<file path="src/rtl/qesc_pkg.sv">
// shared constants and types for the encoder status and counter block
package qesc_pkg;

  // data widths
  localparam int unsigned REG_W       = 16;          // register word width
  localparam int unsigned POS_W       = 32;          // position counter width
  localparam int unsigned VEL_W       = 16;          // velocity counter width
  localparam int unsigned IDX_W       = 32;          // index counter width
  localparam int unsigned ADDR_W      = 4;           // register address width
  localparam int unsigned MODE_W      = 3;           // position init mode width
  localparam int unsigned NUM_FLAGS   = 7;           // event flags in the status word

  // register offsets, one word each
  localparam logic [3:0] OFS_STATUS   = 4'h0;        // encoder_event_status
  localparam logic [3:0] OFS_POS_HI   = 4'h1;        // position_count_high
  localparam logic [3:0] OFS_POS_LO   = 4'h2;        // position_count_low
  localparam logic [3:0] OFS_POS_HOLD = 4'h3;        // position_hold
  localparam logic [3:0] OFS_VEL      = 4'h4;        // velocity_count
  localparam logic [3:0] OFS_IDX_HI   = 4'h5;        // index_count_high
  localparam logic [3:0] OFS_IDX_LO   = 4'h6;        // index_count_low
  localparam logic [3:0] OFS_IDX_HOLD = 4'h7;        // index_hold

  // event flag indices; flag k sits at status bit 2k+1, its enable at 2k
  localparam int unsigned FLG_INDEX   = 0;           // index_event_flag, bit 1
  localparam int unsigned FLG_HOME    = 1;           // home_event_flag, bit 3
  localparam int unsigned FLG_VEL_OVF = 2;           // velocity_overflow_flag, bit 5
  localparam int unsigned FLG_HOMING  = 3;           // homing_done_flag, bit 7
  localparam int unsigned FLG_POS_OVF = 4;           // position_overflow_flag, bit 9
  localparam int unsigned FLG_LOWER   = 5;           // lower_compare_flag, bit 11
  localparam int unsigned FLG_UPPER   = 6;           // upper_compare_flag, bit 13
  localparam int unsigned STAT_UNUSED_LSB = 14;      // bits 15:14 read zero

  // reset values
  localparam logic [15:0] STATUS_RST  = 16'h0000;
  localparam logic [15:0] WORD_RST    = 16'h0000;

  // position init modes that use the home-then-index sequence
  localparam logic [2:0] MODE_HOME_IDX1 = 3'h3;      // first index after home
  localparam logic [2:0] MODE_HOME_IDX2 = 3'h4;      // second index after home

  // homing sequencer states, gray along idle -> armed -> second
  typedef enum logic [1:0] {
    HOME_IDLE   = 2'h0,
    HOME_ARMED  = 2'h1,
    HOME_SECOND = 2'h3
  } qesc_home_state_type;

endpackage

</file>
<file path="src/rtl/qesc_event_flag.sv">
// sticky event flag: hardware sets, software clears, set wins
module qesc_event_flag (
  // clock and reset
  input  wire logic i_core_clk,
  input  wire logic i_sys_rst,
  input  wire logic i_clk_en,
  // set and clear requests
  input  wire logic i_set,
  input  wire logic i_clr,
  // flag state
  output logic      o_flag
);

  // set wins so an event landing on the clear cycle is kept
  always_ff @(posedge i_core_clk) begin
    if (i_sys_rst) begin
      o_flag <= 1'b0;
    end else if (i_clk_en) begin
      if (i_set) begin
        o_flag <= 1'b1;
      end else if (i_clr) begin
        o_flag <= 1'b0;
      end
    end
  end

endmodule

</file>
<file path="src/rtl/qesc_step_counter.sv">
// loadable up/down counter with signed wrap detection
module qesc_step_counter #(
  parameter int unsigned WIDTH = 32
) (
  // clock and reset
  input  wire logic             i_core_clk,
  input  wire logic             i_sys_rst,
  input  wire logic             i_clk_en,
  // load path, wins over a step
  input  wire logic             i_load,
  input  wire logic [WIDTH-1:0] i_load_value,
  // count path
  input  wire logic             i_step,
  input  wire logic             i_count_up,
  // state
  output logic      [WIDTH-1:0] o_count,
  output logic                  o_wrap
);

  localparam logic [WIDTH-1:0] MAX_POS = {1'b0, {(WIDTH-1){1'b1}}}; // most positive
  localparam logic [WIDTH-1:0] MAX_NEG = {1'b1, {(WIDTH-1){1'b0}}}; // most negative

  // wrap pulse in the cycle the step crosses the signed limit
  assign o_wrap = i_step && !i_load &&
                  (i_count_up ? (o_count == MAX_POS) : (o_count == MAX_NEG));

  // count update
  always_ff @(posedge i_core_clk) begin
    if (i_sys_rst) begin
      o_count <= '0;
    end else if (i_clk_en) begin
      if (i_load) begin
        o_count <= i_load_value;
      end else if (i_step) begin
        o_count <= i_count_up ? o_count + 1'b1 : o_count - 1'b1;
      end
    end
  end

endmodule

</file>
<file path="src/rtl/qesc_top.sv">
// encoder status flags, interrupt enables and counter register set
//
// Operation
// - upper flag set while position at/above upper
// - lower flag set while position at/below lower
// - position overflow sets flag bit 9
// - homing reload sets flag bit 7
// - homing flag only in home-index modes
// - velocity overflow sets flag bit 5
// - home event sets flag bit 3
// - index event sets flag bit 1
// - enable bit below each flag gates interrupt
// - flags set by hardware, cleared by software
// - status bits 15 and 14 read zero
// - position counter as two 16-bit words
// - position hold word for coherent access
// - 16-bit read/write velocity counter
// - index counter as two 16-bit words
// - all counters and holds reset to zero
// - first/second index after home reloads position
// - index hold word for coherent access
module qesc_top (
  // clock, reset, clock enable
  input  wire logic        i_core_clk,
  input  wire logic        i_sys_rst,
  input  wire logic        i_clk_en,
  // register port
  input  wire logic [3:0]  i_reg_addr,
  input  wire logic [15:0] i_reg_wdata,
  input  wire logic        i_reg_wr,
  input  wire logic        i_reg_rd,
  output logic      [15:0] o_reg_rdata,
  // decoded encoder events
  input  wire logic        i_pos_step,
  input  wire logic        i_count_up,
  input  wire logic        i_index_event,
  input  wire logic        i_home_event,
  // settings from the neighbouring control registers
  input  wire logic [2:0]  i_position_init_mode,
  input  wire logic [31:0] i_upper_compare_value,
  input  wire logic [31:0] i_lower_compare_value,
  input  wire logic [31:0] i_initialization_value,
  // results
  output logic      [31:0] o_position_count,
  output logic             o_irq_req
);

  // register access decode
  logic wr_status;                                   // status word write
  logic wr_pos_hi;                                   // position high write
  logic wr_pos_lo;                                   // position low write
  logic wr_pos_hold;                                 // position hold write
  logic wr_vel;                                      // velocity write
  logic wr_idx_hi;                                   // index high write
  logic wr_idx_lo;                                   // index low write
  logic wr_idx_hold;                                 // index hold write
  logic rd_pos_lo;                                   // position low read
  logic rd_idx_lo;                                   // index low read

  // counters and holds
  logic [31:0] pos_count;                            // position_count
  logic [15:0] vel_count;                            // velocity_count
  logic [31:0] idx_count;                            // index_count
  logic [15:0] pos_hold_r;                           // position_hold
  logic [15:0] idx_hold_r;                           // index hold word
  logic        pos_wrap;                             // position overflow pulse
  logic        vel_wrap;                             // velocity overflow pulse
  logic        pos_load;                             // any position load
  logic [31:0] pos_load_value;                       // value for that load
  logic        idx_load;                             // any index load
  logic [31:0] idx_load_value;                       // value for that load

  // homing sequencer
  qesc_pkg::qesc_home_state_type home_state_r;       // current state
  qesc_pkg::qesc_home_state_type home_state_nxt;     // next state
  logic        home_mode;                            // home-then-index mode selected
  logic        homing_load;                          // reload of position by homing

  // status flags and enables
  logic [6:0]  flag_set;                             // hardware set per flag
  logic [6:0]  flag_clr;                             // software clear per flag
  logic [6:0]  flags;                                // flag state
  logic [6:0]  enables_r;                            // interrupt enables
  logic [15:0] status_word;                          // assembled status view
  logic [15:0] rdata_r;                              // registered read data

  // strobes are ignored while the clock enable holds the block frozen
  assign wr_status   = i_reg_wr && (i_reg_addr == qesc_pkg::OFS_STATUS);
  assign wr_pos_hi   = i_reg_wr && (i_reg_addr == qesc_pkg::OFS_POS_HI);
  assign wr_pos_lo   = i_reg_wr && (i_reg_addr == qesc_pkg::OFS_POS_LO);
  assign wr_pos_hold = i_reg_wr && (i_reg_addr == qesc_pkg::OFS_POS_HOLD);
  assign wr_vel      = i_reg_wr && (i_reg_addr == qesc_pkg::OFS_VEL);
  assign wr_idx_hi   = i_reg_wr && (i_reg_addr == qesc_pkg::OFS_IDX_HI);
  assign wr_idx_lo   = i_reg_wr && (i_reg_addr == qesc_pkg::OFS_IDX_LO);
  assign wr_idx_hold = i_reg_wr && (i_reg_addr == qesc_pkg::OFS_IDX_HOLD);
  assign rd_pos_lo   = i_reg_rd && (i_reg_addr == qesc_pkg::OFS_POS_LO);
  assign rd_idx_lo   = i_reg_rd && (i_reg_addr == qesc_pkg::OFS_IDX_LO);

  // homing sequencer: home arms, first or second index reloads
  assign home_mode = (i_position_init_mode == qesc_pkg::MODE_HOME_IDX1) ||
                     (i_position_init_mode == qesc_pkg::MODE_HOME_IDX2);

  always_comb begin
    home_state_nxt = home_state_r;
    homing_load    = 1'b0;
    case (home_state_r)
      qesc_pkg::HOME_IDLE: begin
        // wait for a home event
        if (home_mode && i_home_event) begin
          home_state_nxt = qesc_pkg::HOME_ARMED;
        end
      end
      qesc_pkg::HOME_ARMED: begin
        // first index after home
        if (!home_mode) begin
          home_state_nxt = qesc_pkg::HOME_IDLE;
        end else if (i_index_event) begin
          if (i_position_init_mode == qesc_pkg::MODE_HOME_IDX1) begin
            homing_load    = 1'b1;
            home_state_nxt = qesc_pkg::HOME_IDLE;
          end else begin
            home_state_nxt = qesc_pkg::HOME_SECOND;
          end
        end
      end
      qesc_pkg::HOME_SECOND: begin
        // second index after home
        if (!home_mode) begin
          home_state_nxt = qesc_pkg::HOME_IDLE;
        end else if (i_index_event) begin
          homing_load    = 1'b1;
          home_state_nxt = qesc_pkg::HOME_IDLE;
        end
      end
      default: begin
        home_state_nxt = qesc_pkg::HOME_IDLE;
      end
    endcase
  end

  // sequencer state register
  always_ff @(posedge i_core_clk) begin
    if (i_sys_rst) begin
      home_state_r <= qesc_pkg::HOME_IDLE;
    end else if (i_clk_en) begin
      home_state_r <= home_state_nxt;
    end
  end

  // position load: homing reload wins over a software write
  always_comb begin
    pos_load       = homing_load || wr_pos_hi || wr_pos_lo;
    pos_load_value = pos_count;
    if (homing_load) begin
      pos_load_value = i_initialization_value;
    end else if (wr_pos_lo) begin
      pos_load_value = {pos_hold_r, i_reg_wdata};
    end else if (wr_pos_hi) begin
      pos_load_value = {i_reg_wdata, pos_count[15:0]};
    end
  end

  // index load from software only
  always_comb begin
    idx_load       = wr_idx_hi || wr_idx_lo;
    idx_load_value = idx_count;
    if (wr_idx_lo) begin
      idx_load_value = {idx_hold_r, i_reg_wdata};
    end else if (wr_idx_hi) begin
      idx_load_value = {i_reg_wdata, idx_count[15:0]};
    end
  end

  // position counter, steps on each decoded count
  qesc_step_counter #(
    .WIDTH(qesc_pkg::POS_W)
  ) u_pos_cnt (
    .i_core_clk  (i_core_clk),
    .i_sys_rst   (i_sys_rst),
    .i_clk_en    (i_clk_en),
    .i_load      (pos_load),
    .i_load_value(pos_load_value),
    .i_step      (i_pos_step),
    .i_count_up  (i_count_up),
    .o_count     (pos_count),
    .o_wrap      (pos_wrap)
  );

  // velocity counter, same steps, written directly by software
  qesc_step_counter #(
    .WIDTH(qesc_pkg::VEL_W)
  ) u_vel_cnt (
    .i_core_clk  (i_core_clk),
    .i_sys_rst   (i_sys_rst),
    .i_clk_en    (i_clk_en),
    .i_load      (wr_vel),
    .i_load_value(i_reg_wdata),
    .i_step      (i_pos_step),
    .i_count_up  (i_count_up),
    .o_count     (vel_count),
    .o_wrap      (vel_wrap)
  );

  // index counter, one count per index event; wrap is not flagged
  qesc_step_counter #(
    .WIDTH(qesc_pkg::IDX_W)
  ) u_idx_cnt (
    .i_core_clk  (i_core_clk),
    .i_sys_rst   (i_sys_rst),
    .i_clk_en    (i_clk_en),
    .i_load      (idx_load),
    .i_load_value(idx_load_value),
    .i_step      (i_index_event),
    .i_count_up  (i_count_up),
    .o_count     (idx_count),
    .o_wrap      ()
  );

  // position hold: low read latches high word, or direct write
  always_ff @(posedge i_core_clk) begin
    if (i_sys_rst) begin
      pos_hold_r <= qesc_pkg::WORD_RST;
    end else if (i_clk_en) begin
      if (rd_pos_lo) begin
        pos_hold_r <= pos_count[31:16];
      end else if (wr_pos_hold) begin
        pos_hold_r <= i_reg_wdata;
      end
    end
  end

  // index hold: same scheme as the position hold
  always_ff @(posedge i_core_clk) begin
    if (i_sys_rst) begin
      idx_hold_r <= qesc_pkg::WORD_RST;
    end else if (i_clk_en) begin
      if (rd_idx_lo) begin
        idx_hold_r <= idx_count[31:16];
      end else if (wr_idx_hold) begin
        idx_hold_r <= i_reg_wdata;
      end
    end
  end

  // hardware set conditions; compare flags re-set every cycle the match holds
  always_comb begin
    flag_set                       = '0;
    flag_set[qesc_pkg::FLG_INDEX]  = i_index_event;
    flag_set[qesc_pkg::FLG_HOME]   = i_home_event;
    flag_set[qesc_pkg::FLG_VEL_OVF]= vel_wrap;
    flag_set[qesc_pkg::FLG_HOMING] = homing_load && home_mode;
    flag_set[qesc_pkg::FLG_POS_OVF]= pos_wrap;
    flag_set[qesc_pkg::FLG_LOWER]  =
      $signed(pos_count) <= $signed(i_lower_compare_value);
    flag_set[qesc_pkg::FLG_UPPER]  =
      $signed(pos_count) >= $signed(i_upper_compare_value);
  end

  // one sticky flag per event; writing zero to its bit clears it
  for (genvar k = 0; k < qesc_pkg::NUM_FLAGS; k++) begin : g_flag
    assign flag_clr[k] = wr_status && !i_reg_wdata[2*k+1];
    qesc_event_flag u_flag (
      .i_core_clk(i_core_clk),
      .i_sys_rst (i_sys_rst),
      .i_clk_en  (i_clk_en),
      .i_set     (flag_set[k]),
      .i_clr     (flag_clr[k]),
      .o_flag    (flags[k])
    );
    assign status_word[2*k+1] = flags[k];
    assign status_word[2*k]   = enables_r[k];
  end

  // unimplemented top bits
  assign status_word[15:qesc_pkg::STAT_UNUSED_LSB] = 2'h0;

  // interrupt enables, plain read/write bits below each flag
  always_ff @(posedge i_core_clk) begin
    if (i_sys_rst) begin
      enables_r <= '0;
    end else if (i_clk_en && wr_status) begin
      for (int k = 0; k < qesc_pkg::NUM_FLAGS; k++) begin
        enables_r[k] <= i_reg_wdata[2*k];
      end
    end
  end

  // read data registered, valid only the cycle after the strobe
  always_ff @(posedge i_core_clk) begin
    if (i_sys_rst) begin
      rdata_r <= qesc_pkg::WORD_RST;
    end else if (i_clk_en) begin
      rdata_r <= 16'h0000;
      if (i_reg_rd) begin
        case (i_reg_addr)
          qesc_pkg::OFS_STATUS:   rdata_r <= status_word;
          qesc_pkg::OFS_POS_HI:   rdata_r <= pos_count[31:16];
          qesc_pkg::OFS_POS_LO:   rdata_r <= pos_count[15:0];
          qesc_pkg::OFS_POS_HOLD: rdata_r <= pos_hold_r;
          qesc_pkg::OFS_VEL:      rdata_r <= vel_count;
          qesc_pkg::OFS_IDX_HI:   rdata_r <= idx_count[31:16];
          qesc_pkg::OFS_IDX_LO:   rdata_r <= idx_count[15:0];
          qesc_pkg::OFS_IDX_HOLD: rdata_r <= idx_hold_r;
          default:                rdata_r <= 16'h0000;
        endcase
      end
    end
  end

  assign o_reg_rdata      = rdata_r;
  assign o_position_count = pos_count;
  // level request while any flag and its enable are both set
  assign o_irq_req        = |(flags & enables_r);
endmodule

</file>
<file path="config.mk">
export PLATFORM = sky130hd
export DESIGN_NAME = qesc_top
export DESIGN_NICKNAME = d
export VERILOG_FILES = /design/src/rtl/qesc_pkg.sv /design/src/rtl/qesc_event_flag.sv /design/src/rtl/qesc_step_counter.sv /design/src/rtl/qesc_top.sv
export SDC_FILE = /design/constraint.sdc
export NUM_CORES = 1
export LEC_CHECK = 0
export BUFFER_PORTS_ARGS = -buffer_cell sky130_fd_sc_hd__buf_2
export CORE_MARGIN = 2
export CORE_UTILIZATION = 30
export DETAILED_ROUTE_END_ITERATION = 12
export GPL_TIMING_DRIVEN = 0
export PLACE_DENSITY = 0.45
export SLEW_MARGIN = 30
export SYNTH_ARGS = -nofsm -noshare
export SYNTH_HDL_FRONTEND = slang
export SYNTH_SLANG_ARGS = --single-unit
</file>
<file path="constraint.sdc">
create_clock -name i_core_clk -period 10.2 [get_ports i_core_clk]
set_input_delay 2.04 -clock i_core_clk [delete_from_list [all_inputs] [get_ports i_core_clk]]
set_output_delay 2.04 -clock i_core_clk [all_outputs]
set_load 0.05 [all_outputs]
</file>
==> flow_summary.json <==
{
  "status": "complete, no violations",
  "crit_path_max_fanout": 46,
  "fill_cells": 4513,
  "synth_compound_area_share_pct": 32.7,
  "vias": 14556,
  "critical_path_arrival_ns": 5.98,
  "drtPass1Iterations": 6,
  "yosys-top-cells-area": "dfxtp_1 (23%), ha_1 (13%), a21oi_1 (6.5%), nor2_1 (5.0%), nand2_1 (4.3%)",
  "htreeDepth": 4,
  "start_kind": "input pin",
  "mostFrequentLayoutCells": "nor2_1 (171), buf_2 (168), a21oi_1 (166), nand2_1 (146), dfxtp_1 (144)",
  "place_congestion": 0.950,
  "path_cells": "clkbuf_1, inv_6, buf_16, ha_1, buf_2, and4_1, and3_1, a22oi_1, a31oi_1, a21oi_1, o211ai_1, or4_1, a31oi_1",
  "crit_path_frequent_cell": "a31oi_1",
  "instances_no_fill": 2453,
  "ios": 177,
  "maxCapViolCount": 0,
  "cp.required_ns": 10.57,
  "rsz0062_at_grt": "false",
  "cts_root_buf": "clkbuf_16",
  "drcViolationCount": 0,
  "p_comb_share_pct": 32.7,
  "first_iter_violations": 1449,
  "power.total_mw": 1.97,
  "synth_top_family_by_area": "compound AO/OA/AOI/OAI gates",
  "fmax_mhz": 178,
  "max_stage_delay_ns": 0.69,
  "hold_path.class": "reg -> reg",
  "yosysSeqAreaShare_pct": 22.5,
  "slew_headroom_pct": 29.3,
  "syn_inst": 1721,
  "dieWidth_um": 211,
  "p_sw_uw": 781,
  "final_common_cell": "nor2_1",
  "yosys_warnings": 0,
  "drive_gt1_share_pct": 11.6,
  "ys_ff_latch": 144,
  "vias_per_cell": 5.93,
  "wl_per_cell_um": 25.2,
  "postRouteWirelength_mm": 61.9,
  "syn-num-nets": 1990,
  "synth_top_flop_cell": "dfxtp_1",
  "post_cts_resize_count": 0,
  "rows": 75,
  "end_kind": "flop",
  "die_y_um": 211,
  "syn_area_per_cell_um2": 7.44,
  "nets": 2169,
  "synth_top_area_cell": "dfxtp_1",
  "p_sw_share_pct": 39.6,
  "numCtsBuffers": 17,
  "grt_first_pass_wirelength_mm": 90.3,
  "synth_fa_ha_area_share_pct": 14.0,
  "numClockSinks": 144,
  "grt_pass1_vias": 13533,
  "synth-simple-area-share_pct": 19.7,
  "placed_cells_incl_taps": 2420,
  "synthesis.area_mm2": 0.0128,
  "grt_max_degree": 47,
  "worst_pin_slew_ns": 1.06,
  "clkPwrFrac_pct": 32.9,
  "gr-total-overflow": 0,
  "drv_slew": 0,
  "port_buffers": 159,
  "cts_setup_buffers": 0,
  "antenna_found_initial": 2,
  "hold_viol_final": 0,
  "seq_power_share_pct": 34.4,
  "synth-edff-count": 0,
  "period_share_pct": 55.0,
  "dieArea_mm2": 0.0443,
  "hpwl_mm": 47.4,
  "ys_async_sr_fraction_pct": 0,
  "cellInternalPower_mw": 1.19,
  "fin_crit_ns": 5.61,
  "setup_viol": 0,
  "placed_area_mm2": 0.0143,
  "synth.distinct_cells": 77,
  "hold_buffers": 0,
  "antenna_left": 0,
  "path_clk_slew_ns": 0.07,
  "power_leakage_nw": 6.57,
  "vdd_drop_max_mv": 0.0941,
  "fin_setup_tns_ns": 0,
  "grt.total_usage_pct": 27.5,
  "yosysTopAreaCellShare_pct": 22.5,
  "start_util_pct": 30.5,
  "cts_tree": "built",
  "worst_path_max_delay_cell": "clkbuf_1",
  "path_class": "in -> reg",
  "synth.mux.area_fraction_pct": 0.948,
  "clk_path_buf_depth": 2,
  "synth-xor-area-share_pct": 4.17,
  "postLayoutCellArea_mm2": 0.0149,
  "fin_worst_skew_ns": 0.0167,
  "power_density_mw_per_mm2": 133,
  "clock_latency_ns": 0.46,
  "area_growth_pct": 16.3,
  "coreArea_mm2": 0.0420
}
[worst max-delay path, delay by kind of cell]
family / cells / cell delay, ns
fa+ha+maj: 1 / 0.32
simple gates: 3 / 0.95
buf+inv: 4 / 1.46
compound gates: 5 / 1.17
[per-layer routing]
metal	wire length (um)	share of wire, %	track usage, %	vias up
li1	-	-	-	6808
met1	28800	47	39.2	7010
met2	26500	43	41.5	631
met3	4420	7.1	4.37	107
met4	2160	3.5	9.79	0
met5	0	0	0	-
[state kept, by name, summed over array words and instances (netlist names)]
signal	count
enables_r	7
g_flag.u_flag.o_flag	7
home_state_r	2
idx_hold_r	16
o_reg_rdata	16
pos_hold_r	16
u_idx_cnt.o_count	32
u_pos_cnt.o_count	32
u_vel_cnt.o_count	16
[final timing paths]
| check | slack (ns) | cells after the start | start | end |
|---|---|---|---|---|
| max | 4.59 | 13 | i_count_up | u_idx_cnt.o_count[28]$_SDFFE_PP0P_ |
| min | 0.49 | 2 | o_reg_rdata[8]$_SDFFE_PP0P_ | o_reg_rdata[8]$_SDFFE_PP0P_ |
| max reg2reg | 6.75 | 11 | u_pos_cnt.o_count[10]$_SDFFE_PP0P_ | u_pos_cnt.o_count[31]$_SDFFE_PP0P_ |
| min reg2reg | 0.49 | 2 | o_reg_rdata[8]$_SDFFE_PP0P_ | o_reg_rdata[8]$_SDFFE_PP0P_ |
[power groups by stage]
stage	Sequential [mW]	Combinational [mW]	Clock [mW]
after detailed placement	0.689	0.634	0
after global placement	0.689	0.628	0
after floorplan	0.677	0.419	0
final	0.679	0.646	0.648
after global routing	0.681	0.708	0.671
after CTS	0.676	0.637	0.650
[cells by family (layout without fill, tap and decap cells)]
logic type / Yosys count / in the layout
other: 0 / 1
AND/OR/NAND/NOR: 545 / 545
adder cells (fa/ha/maj): 141 / 141
buffers and inverters: 198 / 390
multiplexers: 12 / 12
flip-flops: 144 / 144
XOR/XNOR: 61 / 61
AO/OA/AOI/OAI: 620 / 620
[cell type report]
type | instances | area, um2 | area share (%)
repair buffers | 160 | 823 | 5.53
clock inverters | 13 | 123 | 0.824
flip-flops and latches | 144 | 2880 | 19.4
inverters | 81 | 309 | 2.08
clock buffers | 19 | 453 | 3.04
well taps | 539 | 674 | 4.53
plain buffers | 117 | 454 | 3.05
multi-input cells | 1379 | 9160 | 61.6
diodes | 1 | 2.50 | 0.0168
[cells in the mapped netlist (4+ instances only)]
cell and instances:
a22o_1 16, or3_1 6, a211oi_1 29, o31ai_1 4, clkbuf_1 99, a21o_1 61
nand2_1 146, a31oi_1 39, dfxtp_1 144, and3_1 12, o21ai_1 15, ha_1 138
buf_1 6, mux2i_1 11, xor2_1 17, nand3_1 72, o21a_1 10, nand2b_1 15
o221ai_1 13, o21ai_0 71, a311oi_1 42, a21oi_1 166, and2_1 9, nor3_1 38
o21bai_1 10, a221oi_1 33, o211ai_1 15, nor2b_1 14, nor4_1 8, a22oi_1 48
o22ai_1 8, xnor2_1 44, inv_1 80, buf_2 9, nor2_1 171, and4_1 7
nand4_1 26
[per-stage QoR]
| stage | hold WS, ns | setup WS [ns] | utilization, % |
|---|---|---|---|
| global placement | 0.469 | 2.15 | 34.0 |
| detailed placement | 0.475 | 4.23 | 34.0 |
| floorplan | 0.448 | 4.18 | - |
| CTS | 0.492 | 4.70 | 35.4 |
| finish | 0.494 | 4.59 | 35.4 |
| global route | 0.521 | 4.46 | 35.4 |
Note: power is estimated with default switching activity, not from simulation.
